## src/rtl/ums_map.svh

```systemverilog
// Register offsets, field positions and reset values of the modem status and interrupt block
`ifndef UMS_MAP_SVH
`define UMS_MAP_SVH
`define UMS_OFF_MODEM_STATUS 12'h000
`define UMS_OFF_INT_MASK 12'h004
`define UMS_OFF_INT_SOURCE 12'h008
`define UMS_OFF_MODEM_CTRL 12'h00C
`define UMS_OFF_ENH_CTRL 12'h010
`define UMS_OFF_FIFO_CTRL 12'h014
`define UMS_OFF_EVENTS 12'h018
`define UMS_INT_MASK_RST 8'h00
`define UMS_MODEM_CTRL_RST 8'h00
`define UMS_ENH_CTRL_RST 8'h00
`define UMS_FIFO_CTRL_RST 8'h00
`define UMS_MC_LOOP 4
`define UMS_EF_ENH 4
`define UMS_FC_FIFO_EN 0
`define UMS_IM_RHR 0
`define UMS_IM_THR 1
`define UMS_IM_LSR 2
`define UMS_IM_MODEM 3
`define UMS_IM_SLEEP 4
`define UMS_IM_XOFF 5
`define UMS_IM_RTS 6
`define UMS_IM_CTS 7
`define UMS_ID_LINE 6'h06
`define UMS_ID_TMO 6'h0C
`define UMS_ID_RHR 6'h04
`define UMS_ID_THR 6'h02
`define UMS_ID_MODEM 6'h00
`define UMS_ID_XOFF 6'h10
`define UMS_ID_FLOW 6'h20
`define UMS_ID_NONE 6'h01
`endif

```

## src/rtl/ums_pkg.sv

```systemverilog
// Types shared by the modem status and interrupt block
package ums_pkg;
   typedef struct packed {
      logic psel;
      logic penable;
      logic pwrite;
      logic [11:0] paddr;
      logic [31:0] pwdata;
   } ums_apb_req_t;

   typedef struct packed {
      logic pready;
      logic pslverr;
      logic [31:0] prdata;
   } ums_apb_rsp_t;

   // Active-low modem input pins
   typedef struct packed {
      logic cd_n;
      logic ri_n;
      logic dsr_n;
      logic cts_n;
   } ums_modem_pins_t;

   // Interrupt sources raised by the receiver, transmitter and flow logic
   typedef struct packed {
      logic line_err;
      logic rx_timeout;
      logic rx_ready;
      logic tx_below;
      logic xoff_det;
      logic flow_rise;
   } ums_sources_t;

   typedef struct packed {
      ums_apb_rsp_t apb;
      logic [2:0][3:0] sync;
      logic [3:0] prev;
      logic prev_valid;
      logic [3:0] delta;
      logic [7:0] int_mask;
      logic [7:0] modem_ctrl;
      logic [7:0] enh_ctrl;
      logic [7:0] fifo_ctrl;
      logic thr_fresh;
      logic xoff_seen;
      logic flow_seen;
      logic irq;
      logic sleep_en;
      logic loopback;
   } ums_state_t;
endpackage

```

## src/rtl/ums_modem_int.sv

```systemverilog
// Modem status, interrupt mask and interrupt source identification for one channel
//
// Decided for this implementation: register access over APB and the address map.
`timescale 1ns/1ps
`default_nettype none
`include "ums_map.svh"

// Contract
// - Status bit 7 is inverted CD pin, or control bit 3 in loopback.
// - Status bit 6 is inverted RI pin, or control bit 2 in loopback.
// - Status bit 5 is inverted DSR pin, or control bit 0 in loopback.
// - Status bit 4 is inverted CTS pin, or control bit 1 in loopback.
// - Status bit 3 sets on any CD change; cleared by status read.
// - Status bit 2 sets on RI low-to-high only; cleared by status read.
// - Status bit 1 sets on any DSR change; cleared by status read.
// - Status bit 0 sets on any CTS change; cleared by status read.
// - Modem pins are active low; their status copies are active high.
// - Mask bits 0-3 enable receive, transmit, line status, modem; reset 0.
// - Mask bits 5,6,7 enable Xoff, RTS, CTS interrupts; reset 0.
// - Mask bit 4 enables sleep mode; reset 0.
// - Mask bits 7-4 writable only while enhanced-control bit 4 is set.
// - Re-enabling transmit mask bit while below threshold raises fresh interrupt.
// - Interrupt output active whenever an enabled interrupt is pending.
// - Source identification is 8-bit read-only, fixed priority.
// - Identification bits 7 and 6 both mirror FIFO-enable bit.
// - Identification bit 0 is 0 when pending, 1 when idle.
// - Bit 4 flags Xoff/special character; bit 5 flags RTS/CTS rise.
// - Priority: line, timeout/receive, transmit, modem, Xoff, flow change.
// - Bits 5-0 carry the fixed code of the highest source.
// - Only the single highest pending source is shown.
// - Control bit 4 selects loopback; control 3-0 feed status 7-4.
module ums_modem_int (
   // Clock and reset
   input wire logic ref_clk,
   input wire logic resetn,
   // APB slave
   input wire ums_pkg::ums_apb_req_t apb_req,
   output var ums_pkg::ums_apb_rsp_t apb_rsp,
   // Modem pins, active low
   input wire ums_pkg::ums_modem_pins_t modem_pins,
   // Sources from the rest of the channel
   input wire ums_pkg::ums_sources_t sources,
   // Outputs to the channel
   output logic irq,
   output logic sleep_en,
   output logic loopback,
   output logic [7:0] modem_ctrl
);
   import ums_pkg::*;

   ums_state_t s_q;
   ums_state_t s_d;
   logic [3:0] levels;
   logic [7:0] status_val;
   logic [7:0] id_val;
   logic [5:0] code;
   logic any_pend;
   logic modem_pend;
   logic line_pend;
   logic tmo_pend;
   logic rhr_pend;
   logic thr_pend;
   logic xoff_pend;
   logic flow_pend;
   logic access;
   logic wr;
   logic rd;
   logic [3:0] stable;
   logic [3:0] chg;

   // Active-high levels in order CD, RI, DSR, CTS; pin levels use the settled sample
   always_comb begin
      stable = s_q.sync[2];
      if (s_q.modem_ctrl[`UMS_MC_LOOP]) begin
         levels = {s_q.modem_ctrl[3], s_q.modem_ctrl[2], s_q.modem_ctrl[0], s_q.modem_ctrl[1]};
      end else begin
         levels = ~stable;
      end
   end

   // Change detection against the previous cycle's level
   always_comb begin
      chg = 4'h0;
      if (s_q.prev_valid) begin
         chg[3] = levels[3] ^ s_q.prev[3];
         // Ring flag: the pin going low to high (level falling), or control bit 2 rising in loopback
         chg[2] = s_q.modem_ctrl[`UMS_MC_LOOP] ? (levels[2] & ~s_q.prev[2]) : (~levels[2] & s_q.prev[2]);
         chg[1] = levels[1] ^ s_q.prev[1];
         chg[0] = levels[0] ^ s_q.prev[0];
      end
   end

   assign status_val = {levels, s_q.delta};

   // Pending terms after masking
   assign line_pend = sources.line_err & s_q.int_mask[`UMS_IM_LSR];
   assign tmo_pend = sources.rx_timeout & s_q.int_mask[`UMS_IM_RHR];
   assign rhr_pend = sources.rx_ready & s_q.int_mask[`UMS_IM_RHR];
   assign thr_pend = s_q.thr_fresh & s_q.int_mask[`UMS_IM_THR];
   assign modem_pend = (|s_q.delta) & s_q.int_mask[`UMS_IM_MODEM];
   assign xoff_pend = s_q.xoff_seen & s_q.int_mask[`UMS_IM_XOFF];
   assign flow_pend = s_q.flow_seen & (s_q.int_mask[`UMS_IM_RTS] | s_q.int_mask[`UMS_IM_CTS]);
   assign any_pend = line_pend | tmo_pend | rhr_pend | thr_pend | modem_pend | xoff_pend | flow_pend;

   // Fixed priority encoder, only the top source is reported
   always_comb begin
      if (line_pend) begin
         code = `UMS_ID_LINE;
      end else if (tmo_pend) begin
         code = `UMS_ID_TMO;
      end else if (rhr_pend) begin
         code = `UMS_ID_RHR;
      end else if (thr_pend) begin
         code = `UMS_ID_THR;
      end else if (modem_pend) begin
         code = `UMS_ID_MODEM;
      end else if (xoff_pend) begin
         code = `UMS_ID_XOFF;
      end else if (flow_pend) begin
         code = `UMS_ID_FLOW;
      end else begin
         code = `UMS_ID_NONE;
      end
   end

   // Bits 7:6 mirror FIFO enable
   assign id_val = {{2{s_q.fifo_ctrl[`UMS_FC_FIFO_EN]}}, code};

   // APB access is taken in the access phase; pready follows one cycle later, one wait state
   assign access = apb_req.psel & apb_req.penable & ~s_q.apb.pready;
   assign wr = access & apb_req.pwrite;
   assign rd = access & ~apb_req.pwrite;

   // Next-state logic
   always_comb begin
      s_d = s_q;
      s_d.sync = {s_q.sync[1:0], modem_pins};
      s_d.prev = levels;
      s_d.prev_valid = 1'b1;
      s_d.apb.pready = access;
      s_d.apb.pslverr = 1'b0;
      s_d.apb.prdata = 32'h0000_0000;
      // Flag clear on status read first, so a same-cycle change still sets
      if (rd && apb_req.paddr == `UMS_OFF_MODEM_STATUS) begin
         s_d.delta = 4'h0;
      end
      s_d.delta = s_d.delta | chg;
      // Reading the source id retires the one-shot transmit, Xoff or flow notice it reports
      if (rd && apb_req.paddr == `UMS_OFF_INT_SOURCE && code == `UMS_ID_THR) begin
         s_d.thr_fresh = 1'b0;
      end
      if (rd && apb_req.paddr == `UMS_OFF_INT_SOURCE && code == `UMS_ID_XOFF) begin
         s_d.xoff_seen = 1'b0;
      end
      if (rd && apb_req.paddr == `UMS_OFF_INT_SOURCE && code == `UMS_ID_FLOW) begin
         s_d.flow_seen = 1'b0;
      end
      if (sources.xoff_det) begin
         s_d.xoff_seen = 1'b1;
      end
      if (sources.flow_rise) begin
         s_d.flow_seen = 1'b1;
      end
      // Transmit notice clears when the level drops, and arms only on a mask re-enable
      if (!sources.tx_below) begin
         s_d.thr_fresh = 1'b0;
      end
      if (wr) begin
         unique case (apb_req.paddr)
            `UMS_OFF_INT_MASK: begin
               s_d.int_mask[3:0] = apb_req.pwdata[3:0];
               if (s_q.enh_ctrl[`UMS_EF_ENH]) begin
                  s_d.int_mask[7:4] = apb_req.pwdata[7:4];
               end
               if (apb_req.pwdata[`UMS_IM_THR] && !s_q.int_mask[`UMS_IM_THR] && sources.tx_below) begin
                  s_d.thr_fresh = 1'b1;
               end
            end
            `UMS_OFF_MODEM_CTRL: begin
               s_d.modem_ctrl[4:0] = apb_req.pwdata[4:0];
               if (s_q.enh_ctrl[`UMS_EF_ENH]) begin
                  s_d.modem_ctrl[7:5] = apb_req.pwdata[7:5];
               end
            end
            `UMS_OFF_ENH_CTRL: s_d.enh_ctrl = apb_req.pwdata[7:0];
            `UMS_OFF_FIFO_CTRL: s_d.fifo_ctrl = apb_req.pwdata[7:0];
            default: s_d.apb.pslverr = (apb_req.paddr != `UMS_OFF_MODEM_STATUS)
                                       && (apb_req.paddr != `UMS_OFF_INT_SOURCE)
                                       && (apb_req.paddr != `UMS_OFF_EVENTS);
         endcase
      end
      if (rd) begin
         unique case (apb_req.paddr)
            `UMS_OFF_MODEM_STATUS: s_d.apb.prdata = {24'h00_0000, status_val};
            `UMS_OFF_INT_MASK: s_d.apb.prdata = {24'h00_0000, s_q.int_mask};
            `UMS_OFF_INT_SOURCE: s_d.apb.prdata = {24'h00_0000, id_val};
            `UMS_OFF_MODEM_CTRL: s_d.apb.prdata = {24'h00_0000, s_q.modem_ctrl};
            `UMS_OFF_ENH_CTRL: s_d.apb.prdata = {24'h00_0000, s_q.enh_ctrl};
            `UMS_OFF_FIFO_CTRL: s_d.apb.prdata = {24'h00_0000, s_q.fifo_ctrl};
            `UMS_OFF_EVENTS: s_d.apb.prdata = {30'h0000_0000, s_q.flow_seen, s_q.xoff_seen};
            default: s_d.apb.pslverr = 1'b1;
         endcase
      end
      s_d.irq = any_pend;
      s_d.sleep_en = s_d.int_mask[`UMS_IM_SLEEP];
      s_d.loopback = s_d.modem_ctrl[`UMS_MC_LOOP];
   end

   // State register; synchronous reset to constants only
   always_ff @(posedge ref_clk) begin
      if (!resetn) begin
         s_q <= '0;
         s_q.sync <= {3{4'hF}};
         s_q.int_mask <= `UMS_INT_MASK_RST;
         s_q.modem_ctrl <= `UMS_MODEM_CTRL_RST;
         s_q.enh_ctrl <= `UMS_ENH_CTRL_RST;
         s_q.fifo_ctrl <= `UMS_FIFO_CTRL_RST;
      end else begin
         s_q <= s_d;
      end
   end

   // Outputs straight from flip-flops
   assign apb_rsp = s_q.apb;
   assign irq = s_q.irq;
   assign sleep_en = s_q.sleep_en;
   assign loopback = s_q.loopback;
   assign modem_ctrl = s_q.modem_ctrl;
endmodule
`default_nettype wire

```

## config.mk

```make
export PLATFORM = sky130hd
export DESIGN_NAME = ums_modem_int
export DESIGN_NICKNAME = d
export VERILOG_FILES = /design/src/rtl/ums_pkg.sv /design/src/rtl/ums_modem_int.sv
export VERILOG_INCLUDE_DIRS = /design/src /design/src/rtl
export SDC_FILE = /design/constraint.sdc
export NUM_CORES = 1
export LEC_CHECK = 0
export ABC_AREA = 1
export BUFFER_PORTS_ARGS = -buffer_cell sky130_fd_sc_hd__buf_2
export CAP_MARGIN = 20
export CORE_AREA = 3 3 91 93
export DETAILED_ROUTE_END_ITERATION = 7
export DIE_AREA = 0 0 94 96
export PLACE_DENSITY = 0.73
export SLEW_MARGIN = 20
export SYNTH_ARGS = -nofsm -noshare
export SYNTH_HDL_FRONTEND = slang
export SYNTH_SLANG_ARGS = --single-unit
```

## constraint.sdc

```tcl
create_clock -name ref_clk -period 1.5 [get_ports ref_clk]
set_input_delay 0.075 -clock ref_clk [delete_from_list [all_inputs] [get_ports ref_clk]]
set_output_delay 0.075 -clock ref_clk [all_outputs]
set_load 0.005 [all_outputs]
```

## Word-level counts from Yosys, hierarchy flattened

Cells that the tools add are included.

| operators by class | value |
|---|---|
| add/subtract/negate cells | 0 |
| $mul | 0 |
| divide/modulo/power cells | 0 |
| order comparisons | 0 |
| equal/unequal tests | 11 |
| shift-type cells | 0 |
| multiplexer cells | 32 |
| bitwise gates (word level) | 29 |
| reduce and logical (&&, ||, !) cells | 24 |

Operators by type and width:

| kind | number |
|---|---|
| $mux W33 | 2 |
| $pmux W8 S7 | 1 |
| $mux W43 | 1 |
| $mux W6 | 7 |
| $eq A12 B5 Y1 const B | 3 |
| $mux W8 | 4 |
| $eq A12 B4 Y1 const B | 2 |
| $mux W4 | 4 |
| $and A1 B1 Y1 | 13 |
| $eq A12 B3 Y1 const B | 1 |
| $logic_not A12 Y1 | 1 |
| $mux W1 | 12 |
| $ne A12 B4 Y1 const B | 1 |
| $ne A12 B5 Y1 const B | 1 |
| $reduce_bool A12 Y1 | 1 |
| $reduce_and A2 Y1 | 5 |
| $logic_and A1 B1 Y1 | 9 |
| $reduce_or A4 Y1 | 2 |
| $or A1 B1 Y1 | 7 |
| $reduce_or A7 Y1 | 1 |
| $eq A6 B2 Y1 const B | 1 |
| $eq A6 B5 Y1 const B | 1 |
| $eq A6 B6 Y1 const B | 1 |
| $reduce_and A3 Y1 | 2 |
| other kinds (7) | 13 |

| storage, ports and cells | value |
|---|---|
| register bits | 91 |
| bits in latches | 0 |
| bits in writable memories | 0 |
| memory bits (read-only) | 0 |
| bits of input ports | 59 |
| output and inout port bits | 45 |
| word-level logic and storage cells | 117 |
| memories kept | 0 |

## Depth between registers and ports, before layout

| logic depth | value |
|---|---|
| depth in word-level cells | 17 |
| depth in mapped cells | 10 |
| depth with buffers taken out | 10 |

## Worst setup path before layout

No wires, ideal clock.

| timing path | value |
|---|---|
| path type | register to register |
| start point | reg with a tool-made name |
| end point | reg s_q[41] (netlist bit) |
| setup time | 132 ps |
| arrival time | 1163 ps |
| data required time | 1368 ps |
| setup slack | 204 ps |
| stages on the path, launching flop included | 6 |
| path buffers | 1 |
| clock period less this slack | 1296 ps |
| cell sequence | dfxtp_1 > clkbuf_1 > o21ai_0 > or2_2 > nand3_1 > a21oi_1 |

RTL lines:

| what | line | text |
|---|---|---|
| to (decl) | ums_modem_int.sv:51 | `ums_state_t s_q;` |

## Worst setup path after layout

| timing path | value |
|---|---|
| start point | reg s_q, in the netlist apb_rsp[33] |
| end point | reg s_q[35] (netlist bit) |

| on the way | value |
|---|---|
| longest elaborated chain between the ends | 4 |

RTL lines:

| what | line | text |
|---|---|---|
| $not A1 Y1 | ums_modem_int.sv:130 | `assign access = apb_req.psel & apb_req.penable & ~s_q.apb.pready;` |
| $and A1 B1 Y1 | ums_modem_int.sv:130 |  |
| $and A1 B1 Y1 | ums_modem_int.sv:131 | `assign wr = access & apb_req.pwrite;` |
| $reduce_and A3 Y1 (no source line) | - |  |

No other way between the ends.
A chain may end at the register's enable or synchronous reset.

==> flow_metrics.tcl <==
set metrics [dict create \
    grt-ovfl-total 0 \
    first_pass_iters 5 \
    drc 0 \
    cts_tree "yes" \
    synth_area_leaders "dfxtp_1, buf_4, nand2_1, nand3_1, nor2_1" \
    fp-row-count 32 \
    power_leakage_nw 1.72 \
    worstHoldPathType "input pin to register" \
    synth_fa_ha_area_frac 0 \
    post_cts_buffers 0 \
    tightest_slew_ns 0.599 \
    yosys.area_share.xor_xnor 0 \
    ys.flop_type "dfxtp_1" \
    relSlewSlack 0.596 \
    hold_slack_ns 0.0166 \
    status "completed" \
    path_clk_slew_ns 0.08 \
    finalHoldViolations 0 \
    worstPathRequired_ns 1.74 \
    clkPwrFrac 0.451 \
    finalSetupViolCount 0 \
    instances_no_fill 628 \
    rsz0062_at_grt "yes" \
    antenna_cells 0 \
    ios 104 \
    die-area_sq_um 9020 \
    timing.fmax_mhz 715 \
    crit_type "register to register" \
    p_sw_w 0.000871 \
    crit_buf_inv 1 \
    wirelength_microns 8170 \
    design_area_sq_um 3860 \
    grt_pass1_wl_microns 12700 \
    initial_utilization 0.428 \
    maxSlewViolCount 0 \
    max_stage_delay_ns 0.32 \
    coreArea_sq_um 7610 \
    via_per_inst 4.84 \
    dp.cells 602 \
    grt_antenna_before_repair 0 \
    placed_area_sq_um 3530 \
    die_h_microns 96 \
    tns_ns 0 \
    p_int_w 0.00284 \
    synth_area_sq_um 3250 \
    synth_edf_count 0 \
    clockRootBuffer "clkbuf_8" \
    synthToLayoutAreaGrowth_pct 18.7 \
    synth_compound_area_frac 0.115 \
    ys_ff_latch 67 \
    portBuffers 55 \
    crit_arrival_ns 1.64 \
    synth_top_family_by_area "simple AND/OR/NAND/NOR gates" \
    synth_top_area_share 0.412 \
    clock_latency_ns 0.36 \
    vias 3038 \
    switching_share 0.235 \
    drive_above_1_share 0.245 \
    start_kind "register" \
    syn-instance-count 454 \
    finalCritPeriodShare 0.932 \
    clkSinkCount 67 \
    worstPathCellList "nor2_2, nand2_1, buf_4, nor2_2, nand2_1, nor2_1, nor2_1" \
    yosysSeqAreaShare 0.412 \
    nets 580 \
    ant_nets 0 \
    fillers 765 \
    die_x_microns 94 \
    maxCapViolations 0 \
    cts_max_level 3 \
    min_period_ns 1.40 \
    seqPwrFrac 0.489 \
    cts_buffers 9 \
    synth_area_per_cell_sq_um 7.17 \
    ir_drop_mv 0.485 \
    grt_use_total 0.185 \
    grt_max_degree 34 \
    p_comb_frac 0.060 \
    yosysUniqueCellTypes 22 \
    synthMuxAreaShare 0 \
    grt_pass1_vias 2632 \
    yosysTopAreaCell "dfxtp_1" \
    cp-end-kind "register" \
    yosys-top-cells-count "dfxtp_1, nand2_1, nor2_1, buf_4, nand3_1" \
    async_reset_ff_frac 0 \
    synthSimpleGateAreaFrac 0.309 \
    path_delay_family "simple AND/OR/NAND/NOR gates" \
    crit_path_top_delay_cell "dfxtp_1" \
    dr.first_iter.drc_count 221 \
    final.setup_skew_ns 0.00966 \
    path_max_fanout 10 \
    ctsLongestPathBuffers 2 \
    gp_congestion 0.900 \
    dpl.hpwl_microns 6230 \
    power_density_nw_per_um2 960 \
    wl_per_cell_microns 13.0 \
    yosys_warnings 0 \
]
tightest hold or removal path, cell delays in order:
cell,delay (ns)
buf_2,0.12
nor3_1,0.06
nor2_1,0.08
path summary, 6_finish.rpt:
check | start | end | slack [ns] | cells past startpoint
min reg2reg | s_d[56]$_SDFF_PN1_ | stable[1]$_SDFF_PN1_ | 0.42 | 1
min | apb_req[5] | s_q[11]$_SDFFE_PN0P_ | 0.02 | 3
max reg2reg | apb_rsp[33]$_SDFF_PN0_ | s_q[35]$_SDFFE_PN0P_ | 0.10 | 7
max | apb_rsp[33]$_SDFF_PN0_ | s_q[35]$_SDFFE_PN0P_ | 0.10 | 7
metal layers:
metal / wire, microns / part of all wire / GRT usage
met5: 0 / 0 / 0
met4: 187 / 0.023 / 0.0626
met3: 540 / 0.066 / 0.0446
met2: 3640 / 0.45 / 0.296
met1: 3800 / 0.47 / 0.244
registers in the layout, summed over array words and instances, names as in the netlist, named ones only:
register	count
s_q	34
apb_rsp	10
s_d	8
modem_ctrl	7
stable	4
id_val	1
irq	1
cells in the final DEF, fill, tap and decap left out, types with 15 or more instances in the layout:
cell,n
buf_2,55
dfxtp_1,66
o21ai_0,41
nor2_1,54
buf_4,19
conb_1,24
nand2_1,67
or2_2,15
a21oi_1,31
nand3_1,43
inv_1,42
cell families after synthesis:
| family | after synthesis |
|---|---|
| and+or+nand+nor | 216 |
| buffers and inverters | 96 |
| AOI/OAI and AO/OA | 74 |
| DFF | 67 |
| other | 1 |
per-stage QoR:
step	utilization	setup WS, ns	total power [W]
finish	0.508	0.101	0.00371
global route	0.508	-0.00771	0.00384
CTS	0.506	0.0414	0.00373
detailed placement	0.463	0.0459	0.00206
global placement	0.463	0.0745	0.00205
floorplan	-	0.204	0.00200
layout make-up:
| type | count | area, sq um | share of cell area |
|---|---|---|---|
| sequential | 67 | 1340 | 0.347 |
| clock buffer | 9 | 124 | 0.0321 |
| timing repair buffer | 84 | 518 | 0.134 |
| tap | 102 | 128 | 0.0330 |
| clock inverter | 7 | 100 | 0.0259 |
| multi-input combinational | 314 | 1480 | 0.384 |
| inverter | 45 | 169 | 0.0437 |
power by group through the flow:
| stage | clock (W) | sequential, W | combinational (W) |
|---|---|---|---|
| finish | 0.00167 | 0.00182 | 0.000222 |
| global route | 0.00178 | 0.00182 | 0.000250 |
| CTS | 0.00170 | 0.00181 | 0.000219 |
| detailed placement | 0 | 0.00186 | 0.000199 |
| global placement | 0 | 0.00186 | 0.000194 |
| floorplan | 0 | 0.00185 | 0.000153 |
repair_timing:
action | CTS | global route
gates resized for setup | 0 | 4
endpoints found under the setup margin | 0 | 28
hold buffers | 10 | 0
hold endpoints to repair | 12 | 0
No activity file was read; power rests on OpenSTA's default activity.
